<file path="src/pkg/sslo_pkg.sv">
// sslo_pkg: constants, types and helpers for the sink status LED / overvoltage block.
// assumes a 25 MHz pclk; pattern phases run on a 1 ms tick derived from it, while the breathing pwm steps every pclk.
package sslo_pkg;
	localparam int CLK_HZ = 25_000_000;
	localparam int MS_PER_S = 1000;
	localparam int MS_TICK_DEF = CLK_HZ / MS_PER_S;

	// pattern and protection times, in ms
	localparam logic [11:0] BRTH_DIM_MS = 12'd2000;
	localparam logic [11:0] BRTH_CYC_MS = 12'd4000;
	localparam logic [11:0] MIS_PH_MS = 12'd1000;
	localparam logic [11:0] MIS_CYC_MS = 12'd2000;
	localparam logic [11:0] FLT_PH_MS = 12'd300;
	localparam logic [11:0] FLT_CYC_MS = 12'd600;
	localparam logic [11:0] OVP_BLANK_MS = 12'd90;
	localparam logic [11:0] GATE_OFF_MAX_MS = 12'd50;

	// electrical thresholds
	localparam logic [15:0] FULL_MA = 16'd500;
	localparam logic [15:0] OVP_HI_MV = 16'd18000;
	localparam logic [15:0] OVP_ADD_MV = 16'd2000;
	localparam int OVP_PCT = 110;
	localparam int PCT_DIV = 100;

	// register map (byte addresses)
	localparam logic [7:0] CTRL_OFF = 8'h00;
	localparam logic [7:0] STAT_OFF = 8'h04;
	localparam logic [7:0] THR_OFF = 8'h08;
	localparam logic [7:0] VBUS_OFF = 8'h0C;
	localparam int CTRL_LED_BIT = 0;
	localparam int CTRL_OVP_BIT = 1;
	localparam int CTRL_CLR_BIT = 2;
	localparam logic [31:0] CTRL_MASK = 32'h0000_0003;
	localparam logic [31:0] CTRL_RST = 32'h0000_0003;

	typedef enum logic [2:0] {PAT_OFF, PAT_FULL, PAT_CHARGE, PAT_MISMATCH, PAT_FAULT} sslo_pat_t;

	typedef struct packed {
		logic contract_ok;
		logic charger_on;
		logic v_mismatch;
		logic p_mismatch;
		logic non_pd;
		logic [15:0] charge_ma;
	} sslo_cond_t;

	typedef struct packed {
		logic [15:0] vbus_mv;
		logic [15:0] contract_mv;
	} sslo_volt_t;

	function automatic logic [11:0] sslo_pat_cyc(input sslo_pat_t p);
		unique case (p)
			PAT_CHARGE: sslo_pat_cyc = BRTH_CYC_MS;
			PAT_MISMATCH: sslo_pat_cyc = MIS_CYC_MS;
			PAT_FAULT: sslo_pat_cyc = FLT_CYC_MS;
			default: sslo_pat_cyc = 12'd1;
		endcase
	endfunction : sslo_pat_cyc
endpackage : sslo_pkg

</file>
<file path="src/design/sslo_ctrl.sv">
// sslo_ctrl: status LED patterns and overvoltage response with an APB register slave.
// assumes condition and voltage inputs are synchronous to pclk and already filtered.
//
// Functional notes
// - drive the status LED pin with a pattern chosen from current conditions
// - charging: breathing light, 2 s dimming phase, 4 s full cycle
// - charge current below 500 mA means fully charged: LED steadily on
// - mismatch or non-PD source: 1 s on, 1 s off
// - refuse power from a non-PD source and show the mismatch pattern
// - overvoltage fault: 300 ms on, 300 ms off
// - on overvoltage send a hard reset request to the source
// - enable the discharge path at once on overvoltage
// - threshold is 110% of contract above 18 V, else contract plus 2 V
// - blank overvoltage detection 90 ms after a downward contract step
// - turn the bus switch gate off within 50 ms of a trip
//
// Added by the designer: the register addresses and the APB interface to the registers.
`timescale 1ns/1ps
module sslo_ctrl #(
	parameter int MS_TICK_CYC = sslo_pkg::MS_TICK_DEF
) (
	// clock and reset
	input wire logic pclk,
	input wire logic presetn,
	// apb slave
	input wire logic psel,
	input wire logic penable,
	input wire logic pwrite,
	input wire logic [7:0] paddr,
	input wire logic [31:0] pwdata,
	output logic [31:0] prdata,
	output logic pready,
	output logic pslverr,
	// system conditions
	input wire sslo_pkg::sslo_cond_t cond,
	input wire sslo_pkg::sslo_volt_t volt,
	// pins and controls
	output logic status_led_pin,
	output logic hard_reset_req,
	output logic discharge_en,
	output logic vbus_gate_en
);
	import sslo_pkg::*;

	localparam logic [15:0] TICK_LAST = 16'(MS_TICK_CYC - 1);

	// apb
	logic [31:0] ctrl_r, ctrl_nxt, prdata_r, prdata_nxt, rd_val;
	logic pready_r, pready_nxt, pslverr_r, pslverr_nxt, hit, fault_clr;
	// overvoltage
	logic [15:0] thr_r, thr_nxt, contract_q_r;
	logic [11:0] blank_r, blank_nxt;
	logic fault_r, fault_nxt, hr_r, hr_nxt, dis_r, dis_nxt, gate_r, gate_nxt;
	logic ov_trip, step_dn, led_en, ovp_en;
	// pattern
	sslo_pat_t pat_r, pat_nxt;
	logic [15:0] pre_r, pre_nxt;
	logic [11:0] ms_r, ms_nxt, lvl;
	logic [7:0] pwm_r, pwm_nxt;
	logic led_r, led_nxt, tick;

	assign led_en = ctrl_r[CTRL_LED_BIT];
	assign ovp_en = ctrl_r[CTRL_OVP_BIT];

	// one wait state: pready rises the cycle after penable
	always_comb begin
		hit = 1'b1;
		unique case (paddr)
			CTRL_OFF: rd_val = ctrl_r;
			STAT_OFF: rd_val = {26'h0, gate_r, dis_r, fault_r, pat_r};
			THR_OFF: rd_val = {16'h0, thr_r};
			VBUS_OFF: rd_val = {16'h0, volt.vbus_mv};
			default: begin
				rd_val = 32'h0;
				hit = 1'b0;
			end
		endcase
		pready_nxt = psel && penable && !pready_r;
		prdata_nxt = prdata_r;
		pslverr_nxt = 1'b0;
		if (pready_nxt) begin
			prdata_nxt = pwrite ? 32'h0 : rd_val;
			pslverr_nxt = !hit;
		end
		ctrl_nxt = ctrl_r;
		fault_clr = 1'b0;
		if (psel && penable && pready_r && pwrite && paddr == CTRL_OFF) begin
			ctrl_nxt = pwdata & CTRL_MASK;
			fault_clr = pwdata[CTRL_CLR_BIT];
		end
	end

	always_ff @(posedge pclk or negedge presetn) begin
		if (!presetn) begin
			ctrl_r <= CTRL_RST;
			prdata_r <= 32'h0;
			pready_r <= 1'b0;
			pslverr_r <= 1'b0;
		end else begin
			ctrl_r <= ctrl_nxt;
			prdata_r <= prdata_nxt;
			pready_r <= pready_nxt;
			pslverr_r <= pslverr_nxt;
		end
	end

	assign prdata = prdata_r;
	assign pready = pready_r;
	assign pslverr = pslverr_r;

	// overvoltage detection and response
	always_comb begin
		if (volt.contract_mv > OVP_HI_MV) begin
			thr_nxt = 16'((32'(volt.contract_mv) * OVP_PCT) / PCT_DIV);
		end else begin
			thr_nxt = volt.contract_mv + OVP_ADD_MV;
		end
		step_dn = volt.contract_mv < contract_q_r;
		// trip only on a settled threshold, outside the blanking window
		// a stale threshold right after an upward contract step would false-trip on the new level
		ov_trip = ovp_en && cond.contract_ok && blank_r == 12'h0 && !step_dn
			&& volt.contract_mv == contract_q_r && volt.vbus_mv > thr_r;
		blank_nxt = blank_r;
		if (step_dn) begin
			blank_nxt = OVP_BLANK_MS;
		end else if (tick && blank_r != 12'h0) begin
			blank_nxt = blank_r - 12'h1;
		end
		// a trip in the same cycle as a software clear keeps the fault
		fault_nxt = ov_trip ? 1'b1 : (fault_clr ? 1'b0 : fault_r);
		hr_nxt = ov_trip && !fault_r;
		dis_nxt = ov_trip;
		// one cycle to gate off, far inside the allowed window
		gate_nxt = cond.contract_ok && !cond.v_mismatch && !cond.p_mismatch && !cond.non_pd
			&& !ov_trip && !fault_r;
	end

	always_ff @(posedge pclk or negedge presetn) begin
		if (!presetn) begin
			thr_r <= OVP_ADD_MV;
			contract_q_r <= 16'h0;
			blank_r <= 12'h0;
			fault_r <= 1'b0;
			hr_r <= 1'b0;
			dis_r <= 1'b0;
			gate_r <= 1'b0;
		end else begin
			thr_r <= thr_nxt;
			contract_q_r <= volt.contract_mv;
			blank_r <= blank_nxt;
			fault_r <= fault_nxt;
			hr_r <= hr_nxt;
			dis_r <= dis_nxt;
			gate_r <= gate_nxt;
		end
	end

	assign hard_reset_req = hr_r;
	assign discharge_en = dis_r;
	assign vbus_gate_en = gate_r;

	// pattern selection and LED timing
	always_comb begin
		tick = pre_r == TICK_LAST;
		pre_nxt = tick ? 16'h0 : pre_r + 16'h1;
		pwm_nxt = pwm_r + 8'h1;
		if (fault_r) begin
			pat_nxt = PAT_FAULT;
		end else if (cond.v_mismatch || cond.p_mismatch || cond.non_pd) begin
			pat_nxt = PAT_MISMATCH;
		end else if (cond.charger_on && cond.charge_ma < FULL_MA) begin
			pat_nxt = PAT_FULL;
		end else if (cond.charger_on) begin
			pat_nxt = PAT_CHARGE;
		end else begin
			pat_nxt = PAT_OFF;
		end
		// restart the cycle on a pattern change so the blink patterns begin lit and breathing begins dark
		if (pat_nxt != pat_r) begin
			ms_nxt = 12'h0;
		end else if (tick) begin
			ms_nxt = (ms_r == sslo_pat_cyc(pat_r) - 12'h1) ? 12'h0 : ms_r + 12'h1;
		end else begin
			ms_nxt = ms_r;
		end
		lvl = (ms_r < BRTH_DIM_MS) ? ms_r : BRTH_CYC_MS - 12'h1 - ms_r;
		unique case (pat_r)
			PAT_OFF: led_nxt = 1'b0;
			PAT_FULL: led_nxt = 1'b1;
			PAT_CHARGE: led_nxt = pwm_r < lvl[10:3];
			PAT_MISMATCH: led_nxt = ms_r < MIS_PH_MS;
			PAT_FAULT: led_nxt = ms_r < FLT_PH_MS;
		endcase
		led_nxt = led_nxt && led_en;
	end

	always_ff @(posedge pclk or negedge presetn) begin
		if (!presetn) begin
			pre_r <= 16'h0;
			pwm_r <= 8'h0;
			ms_r <= 12'h0;
			pat_r <= PAT_OFF;
			led_r <= 1'b0;
		end else begin
			pre_r <= pre_nxt;
			pwm_r <= pwm_nxt;
			ms_r <= ms_nxt;
			pat_r <= pat_nxt;
			led_r <= led_nxt;
		end
	end

	assign status_led_pin = led_r;
endmodule : sslo_ctrl

</file>
<file path="config.mk">
export PLATFORM = sky130hd
export DESIGN_NAME = sslo_ctrl
export DESIGN_NICKNAME = d
export VERILOG_FILES = /design/src/pkg/sslo_pkg.sv /design/src/design/sslo_ctrl.sv
export SDC_FILE = /design/constraint.sdc
export NUM_CORES = 1
export LEC_CHECK = 0
export BUFFER_PORTS_ARGS = -buffer_cell sky130_fd_sc_hd__buf_2
export CAP_MARGIN = 25
export CORE_AREA = 2 2 226 228
export CTS_CLUSTER_SIZE = 14
export DETAILED_ROUTE_END_ITERATION = 16
export DIE_AREA = 0 0 228 230
export PLACE_DENSITY = 0.6
export SLEW_MARGIN = 20
export SYNTH_ARGS = -nofsm -noshare
export SYNTH_HDL_FRONTEND = slang
export SYNTH_SLANG_ARGS = --single-unit
export TNS_END_PERCENT = 30
</file>
<file path="constraint.sdc">
create_clock -name pclk -period 3.55 [get_ports pclk]
set_input_delay 0.71 -clock pclk [delete_from_list [all_inputs] [get_ports pclk]]
set_output_delay 0.71 -clock pclk [all_outputs]
set_load 0.03 [all_outputs]
</file>
# Yosys cells after proc, flatten, opt, wreduce, memory -nomap -nowiden
# Index checks and enable logic that the tools add are counted.
[word_totals]
wordCells = 104
regBits = 124
out_inout_bits = 38
inputBits = 98
[classes]
muxes = 23
n_addsub = 7
multipliers = 1
reduce_logical = 37
n_div = 1
n_eq_ne = 11
order_cmp = 8
[ops]
columns = ["cell", "count"]
rows = [
  ["$mux 12", 7],
  ["$pmux 16 s4", 1],
  ["$pmux 12 s3", 1],
  ["$div 23x7->32 const B", 1],
  ["$mux 16", 2],
  ["$mux 32", 1],
  ["$sub 12x1->12 const B", 2],
  ["$mul 16x6->22 const B", 1],
  ["$logic_and 1x1->1", 19],
  ["$add 16x1->16 const B", 1],
  ["$add 16x11->16 const B", 1],
  ["$eq 16x15->1 const B", 1],
  ["$eq 16x16->1", 1],
  ["$eq 8x4->1 const B", 2],
  ["$gt 16x15->1 const B", 1],
  ["$gt 16x16->1", 1],
  ["$lt 16x16->1", 1],
  ["$lt 16x9->1 const B", 1],
  ["$add 12x1->12 const B", 1],
  ["$eq 12x12->1", 1],
  ["$logic_not 12->1", 1],
  ["$lt 12x10->1 const B", 1],
  ["$lt 12x11->1 const B", 1],
  ["$lt 12x9->1 const B", 1],
  ["20 further kinds", 37],
]

# Depth between registers and ports, before layout
# Gate-level depths: netlist of the first run.
[depth]
depth_word = 12
mapped_depth = 84
mapped_depth_nobuf = 65

# Worst setup path after synthesis of the first run
# OpenSTA, ideal clock, no wires.
[synth_timing]
kind = "input port to flip-flop"
startpoint = "in volt[3] (netlist bit)"
endpoint = "reg thr_r[0]"
arrival_time_ns = 18.110
path_stages = 70
slack_ns = -14.689
setup_ns = 0.129
n_path_buf = 8
path_cell_list = "inv_1 -> fa_1 -> inv_1 -> ha_1 -> fa_1 -> ha_1 -> buf_4 -> a21o_1 -> a21oi_1 -> mux2_2 -> nor3_2 -> nand3_1 -> nor4_4 -> mux2_2 -> a21o_1 -> o21ba_1 -> buf_4 -> nand2_4 -> [34 not listed] -> nand3_1 -> or4b_1 -> buf_2 -> nand2_2 -> buf_6 -> xnor2_1 -> nand2_1 -> a21oi_4 -> nor2_2 -> or4_1 -> a311o_1 -> or3_1 -> a21oi_2 -> xor2_1 -> or2_2 -> a21boi_0 -> o211ai_1 -> o41a_1"
[synth_between]
elab_chain_len = 3
[synth_lines]
columns = ["item", "line", "source"]
rows = [
  ["start, declared", "sslo_ctrl.sv:36", "input wire sslo_pkg::sslo_volt_t volt,"],
  ["$mul 16x6->22", "sslo_ctrl.sv:114", "thr_nxt = 16'((32'(volt.contract_mv) * OVP_PCT) / PCT_DIV);"],
  ["$div 23x7->32", "sslo_ctrl.sv:114", ""],
  ["$mux 16 *", "sslo_ctrl.sv:113", "if (volt.contract_mv > OVP_HI_MV) begin"],
  ["via thr_nxt[0]", "sslo_ctrl.sv:51", "logic [15:0] thr_r, thr_nxt, contract_q_r;"],
  ["end signal, assigned", "sslo_ctrl.sv:148", "thr_r <= thr_nxt;"],
  ["end, declared", "sslo_ctrl.sv:51", ""],
]
# Mark *: on every way through the listed nets, which the timed path passes. The rest lies on a longest branch.
# A chain may end at the register's enable or synchronous reset.

# Worst setup path after layout of the first run
[layout_timing]
startpoint = "in volt[7] (netlist bit)"
endpoint = "reg thr_r[0]"
# Same word-level chain as after synthesis.

==> results.json, run 1 <==
{
  "multi_input_area_sq_um": 18300,
  "fillers": 4267,
  "r2r-start": "blank_r[4]",
  "grt_pass1_wl_um": 133000,
  "drc": 0,
  "gp_congestion": 0.994,
  "fin_skew_ns": 0.00978,
  "setup_viol": 16,
  "drv_cap": 0,
  "grt_usage_pct": 30.7,
  "synthArstFlopShare_pct": 100,
  "initial_core_util_pct": 39.6,
  "ys.flop_type": "dfrtp_1",
  "synthTopCellsByArea": "dfrtp_1, ha_1, xnor2_1",
  "synth_common_cells": "nand2_1, nor2_1, inv_1",
  "drt_iter0_drc": 1996,
  "violations": "setup timing",
  "rsz0062_at_grt": "yes",
  "ios": 136,
  "syn2layout_area_growth_pct": 61.8,
  "clkSinkCount": 108,
  "synthCells": 2627,
  "hpwl_um": 66400,
  "fin_setup_tns_ns": -135.10,
  "fin_crit_ns": 18.03,
  "slew_headroom_pct": 52.1,
  "cts_tree": "built",
  "numCtsBuffers": 9,
  "seq_area_frac_synth_pct": 13.7,
  "yosys.area_share.simple_pct": 27.3,
  "status": "finished with violations",
  "critPathTopFamily": "compound AO/OA/AOI/OAI gates",
  "diodes": 0,
  "worst_pin_slew_ns": 0.718,
  "finalWirelength_um": 83200,
  "crit_fanout": 7,
  "path_class": "primary input to flip-flop",
  "drv_slew": 0,
  "io_buffers": 88,
  "synth-seq-cells": 108,
  "layout_setup_ws_ns": -14.48,
  "slowest_stage": "or4b_4",
  "clk_latency_ns": 0.37,
  "timing.final.crit_share_pct": 508,
  "cp.required_ns": 3.79,
  "synth_fa_ha_area_share_pct": 10.9,
  "synth_compound_area_share_pct": 30.4,
  "ant_nets": 0,
  "core_sq_um": 49900,
  "cts_buffer_depth": 2,
  "ff_latch_area_sq_um": 2710,
  "yosysUniqueCellTypes": 144,
  "end_kind": "flip-flop",
  "fin_nets": 4009,
  "worst_setup_path_start_kind": "primary input",
  "synth_mux_area_share_pct": 3.00,
  "antenna_found_initial": 1,
  "cts-root-buf": "clkbuf_16",
  "synth-edff-count": 0,
  "syn_avg_cell_area_sq_um": 7.52,
  "synth_area_sq_um": 19700,
  "fp-row-count": 82,
  "crit_path_start": "volt[7]",
  "die_w_um": 228,
  "wl_per_cell_um": 18.7,
  "yosys.area.top_type": "dfrtp_1",
  "h-tree-depth": 3,
  "yosysTopAreaCellShare_pct": 12.7,
  "hold_viol_final": 0,
  "hold_class": "primary input to asynchronous set/reset pin",
  "synth-xor-area-share_pct": 8.68,
  "dr.pass1.iters": 5,
  "clk_pin_slew_worst_paths_ns": 0.07,
  "die-area_sq_um": 52400,
  "max_stage_delay_ns": 0.62,
  "synth_top_family_by_area": "compound AO/OA/AOI/OAI gates",
  "fmax_mhz": 55.5,
  "cp_common_cell": "buf_4",
  "ys_warn_count": 0,
  "synth.most_common_cell": "nand2_1",
  "grt_max_degree": 56,
  "die_y_um": 230,
  "timing.critical_path.arrival_ns": 18.27,
  "crit_buf_inv": 12,
  "grt_pass1_vias": 25700,
  "drive_gt1_share_pct": 45.7,
  "overflow": 0,
  "vias": 25500,
  "vias_per_cell": 5.74
}
==> cell type report <==
| type | count | share of cell area, % |
|---|---|---|
| Clock buffer | 10 | 0.748 |
| Clock inverter | 6 | 0.294 |
| Inverter | 145 | 1.70 |
| Multi-Input combinational cell | 2279 | 57.2 |
| Sequential cell | 108 | 8.49 |
| Tap cell | 672 | 2.63 |
| Timing Repair Buffer | 1220 | 29.0 |
==> cells by family after synthesis <==
| kind of cell | after synthesis |
|---|---|
| xor gates and xnor gates | 186 |
| buffers and inverters | 257 |
| other | 1 |
| muxes | 52 |
| DFF | 108 |
| AOI/OAI and AO/OA | 823 |
| adders and majority gates | 149 |
| and+or+nand+nor | 1051 |
==> worst paths after layout <==
check	endpoint	slack (ns)	cells after the start
max	thr_r[0]	-14.48	69
min	contract_q_r[10]	0.39	1
max reg2reg	vbus_gate_en	0.30	8
min reg2reg	pre_r[0]	0.47	1
max in group asynchronous	ctrl_r[0]	2.38	2
min in group pclk	pre_r[0]	0.47	1
==> layer usage <==
layer	vias up	part of all wire, %	GRT usage (%)
met5	-	0.0096	0
met4	2	3.1	9.33
met3	188	5.6	2.88
met2	966	47	52.6
met1	12300	44	40.8
li1	12100	-	-
==> per-stage QoR <==
stage | util [%] | hold WS [ns] | cell area, sq um | std cells | worst slack [ns]
final | 64.1 | 0.391 | 32000 | 4440 | -14.48
after floorplan | - | 0.352 | 20200 | 2642 | -14.40
after CTS | 62.1 | 0.398 | 30900 | 4401 | -14.15
after global placement | 57.0 | 0.454 | 28400 | 4292 | -15.66
after detailed placement | 57.0 | 0.460 | 28400 | 4292 | -15.65
after global routing | 64.1 | 0.432 | 32000 | 4440 | -15.04
==> flip-flops by register name (all words and copies together) (netlist names), 2 cells and up <==
| register | count |
|---|---|
| blank_r | 12 |
| thr_r | 16 |
| ctrl_r | 2 |
| pwm_r | 8 |
| ms_r | 12 |
| pat_r | 3 |
| pre_r | 16 |
| contract_q_r | 16 |
| prdata | 16 |
==> repair_timing <==
item	in CTS	in global routing
setup endpoints to repair	16	16
pin swaps	128	95
gates cloned	3	0
setup buffers	90	39
gates resized for setup	304	151
hold buffers	0	0
==> placed cells by master (no fill, tap or decap), types with 18 or more instances in the layout <==
cell      synthesis  layout
nand2_1         266     257
or3_1            27      23
a31oi_1          41      30
buf_6             6      42
buf_4            36    1086
ha_1            109      96
a21oi_2          11      22
a21oi_1         132     109
nand4_1          45      45
buf_2            21      80
mux2i_1          29      20
xnor2_1         135     118
a22oi_1          23      21
o21ai_2           6      25
fa_1             39      39
o31ai_1          34      28
a21o_1           45      42
nor2b_1          23      20
o21ai_1          46      40
xor2_1           43      37
dfrtp_1         100     100
nand2b_1         31      30
o21a_1           22      18
nor2_1          223     209
nor3_1           82      67
nor4_1           37      28
o21ai_0         136     112
and3_1           40      30
nand3_1         115     104
o211ai_1         35      35
and2_1           28      21
inv_1           144     134
Power of run 1 is left out: the tool's default activity adds up to more than one toggle a clock period on the data nets, which glitch-free logic cannot reach.
==> run 2, diff against run 1 <==
Settings changed: GPL_TIMING_DRIVEN from default to 0, PLACE_DENSITY 0.6 to 0.62, SLEW_MARGIN 20 to default.
Clock period 3.55 ns to 15.5 ns, I/O delays scaled along.
==> run 2 against run 1 <==
The run still ends with setup timing left; non-clock buffer count down 786; critical path depth up 1; final cell count down 18%; core utilization down 12 points; first-iteration DRC count up 11%; die area unchanged; setup slack better by 8.8 ns; count of clock-buffer cells in the layout up 3; register-to-register slack better by 12 ns; clock skew down 0.0047 ns; critical endpoint unchanged.
==> results.json, run 2 (synthesis results as in run 1) <==
{
  "placedCellCount": 3407,
  "max_stage_delay_ns": 0.57,
  "cp_common_cell": "mux2_4",
  "initial_core_util_pct": 39.6,
  "h-tree-depth": 3,
  "multi_input_area_sq_um": 18300,
  "cp.required_ns": 15.73,
  "fin_nets": 3221,
  "end_kind": "flip-flop",
  "worst_setup_path_start_kind": "primary input",
  "slew_headroom_pct": 28.7,
  "rsz0062_at_grt": "yes",
  "final_cell_mix": "buf_4, nand2_1, nor2_1",
  "grt_max_degree": 71,
  "grt_usage_pct": 26.7,
  "fillers": 4726,
  "grt_pass1_wl_um": 116000,
  "fp-row-count": 82,
  "drt_iter0_drc": 2220,
  "clk_latency_ns": 0.36,
  "clk_pin_slew_worst_paths_ns": 0.07,
  "diodes": 0,
  "hold_viol_final": 0,
  "ant_nets": 0,
  "drive_gt1_share_pct": 29.0,
  "ff_latch_area_sq_um": 2710,
  "fin_skew_ns": 0.00506,
  "path_class": "primary input to flip-flop",
  "slowest_stage": "or4_4",
  "fin_crit_ns": 21.23,
  "vias_per_cell": 6.23,
  "drv_slew": 0,
  "violations": "setup timing",
  "antenna_found_initial": 0,
  "core_sq_um": 49900,
  "timing.final.crit_share_pct": 137,
  "drc": 0,
  "crit_fanout": 10,
  "die_y_um": 230,
  "hold_class": "flip-flop to flip-flop",
  "overflow": 0,
  "ios": 136,
  "die_w_um": 228,
  "cts_tree": "built",
  "worst_pin_slew_ns": 1.07,
  "syn2layout_area_growth_pct": 31.3,
  "hpwl_um": 55100,
  "numCtsBuffers": 9,
  "wl_per_cell_um": 20.1,
  "final_common_cell": "buf_4",
  "drv_cap": 0,
  "cts-root-buf": "clkbuf_16",
  "final_cells": 3652,
  "layout_setup_ws_ns": -5.73,
  "vias": 22700,
  "die-area_sq_um": 52400,
  "io_buffers": 88,
  "gp_congestion": 0.955,
  "clkSinkCount": 108,
  "timing.critical_path.arrival_ns": 21.46,
  "grt_pass1_vias": 21900,
  "cts_buffer_depth": 2,
  "finalWirelength_um": 73500,
  "dr.pass1.iters": 6,
  "status": "finished with violations",
  "setup_viol": 7,
  "fmax_mhz": 47.1
}
[run 2: worst paths after layout]
check | cells past startpoint | startpoint | to | slack, ns
hold reg to reg | 0 | fault_r | pat_r[2] | 0.37
min in group asynchronous | 1 | presetn | contract_q_r[9] | 2.71
setup reg to reg | 7 | blank_r[4] | vbus_gate_en | 12.00
hold / removal | 0 | fault_r | pat_r[2] | 0.37
setup / recovery | 70 | volt[7] | thr_r[0] | -5.73
max in group asynchronous | 2 | presetn | ctrl_r[0] | 12.04
[run 2: what timing repair did]
action                                  in CTS  in global routing
gates cloned                                 1                  0
endpoints found under the setup margin      10                  8
hold buffers                                 0                  0
pin swaps                                  128                 49
setup buffers                              187                 46
resized for setup                          336                111
[run 2: worst max-delay path, delay by kind of cell]
kind	cells	cell delay, ns
compound gates	30	6.96
xor+xnor	2	0.43
fa+ha+maj	4	1.77
buf+inv	12	1.93
mux	5	1.74
simple gates	17	5.47
[run 2: layout make-up]
| type | count | share of cell area [%] |
|---|---|---|
| buffer | 107 | 2.88 |
| tap | 672 | 3.24 |
| inverter | 145 | 2.11 |
| multi-input combinational | 2277 | 70.6 |
| clock inverter | 3 | 0.169 |
| timing repair buffer | 327 | 9.45 |
| sequential | 108 | 10.5 |
| clock buffer | 13 | 1.04 |
[run 2: per-stage QoR]
stage          setup slack, ns  cell area [sq um]  TNS [ns]  hold WS (ns)  utilization [%]
2_1_floorplan            -4.84              20200    -18.61         0.352                -
3_3_place_gp             -9.40              21400    -51.53         0.359             43.0
3_5_place_dp             -9.45              21500    -51.09         0.370             43.1
4_1_cts                  -5.43              24900    -22.42         0.381             50.0
5_1_grt                  -6.46              25900    -29.63         0.403             52.0
6_report                 -5.73              25900    -24.64         0.374             52.0
[run 2: per-layer routing]
| layer | vias to the layer above | GRT usage (%) | wire [um] |
|---|---|---|---|
| li1 | 10500 | - | - |
| met1 | 11000 | 35.0 | 31100 |
| met5 | - | 0 | 0 |
| met2 | 1090 | 45.5 | 34500 |
| met3 | 200 | 3.09 | 5200 |
| met4 | 0 | 9.07 | 2660 |
Power of run 2 is left out for the same reason.
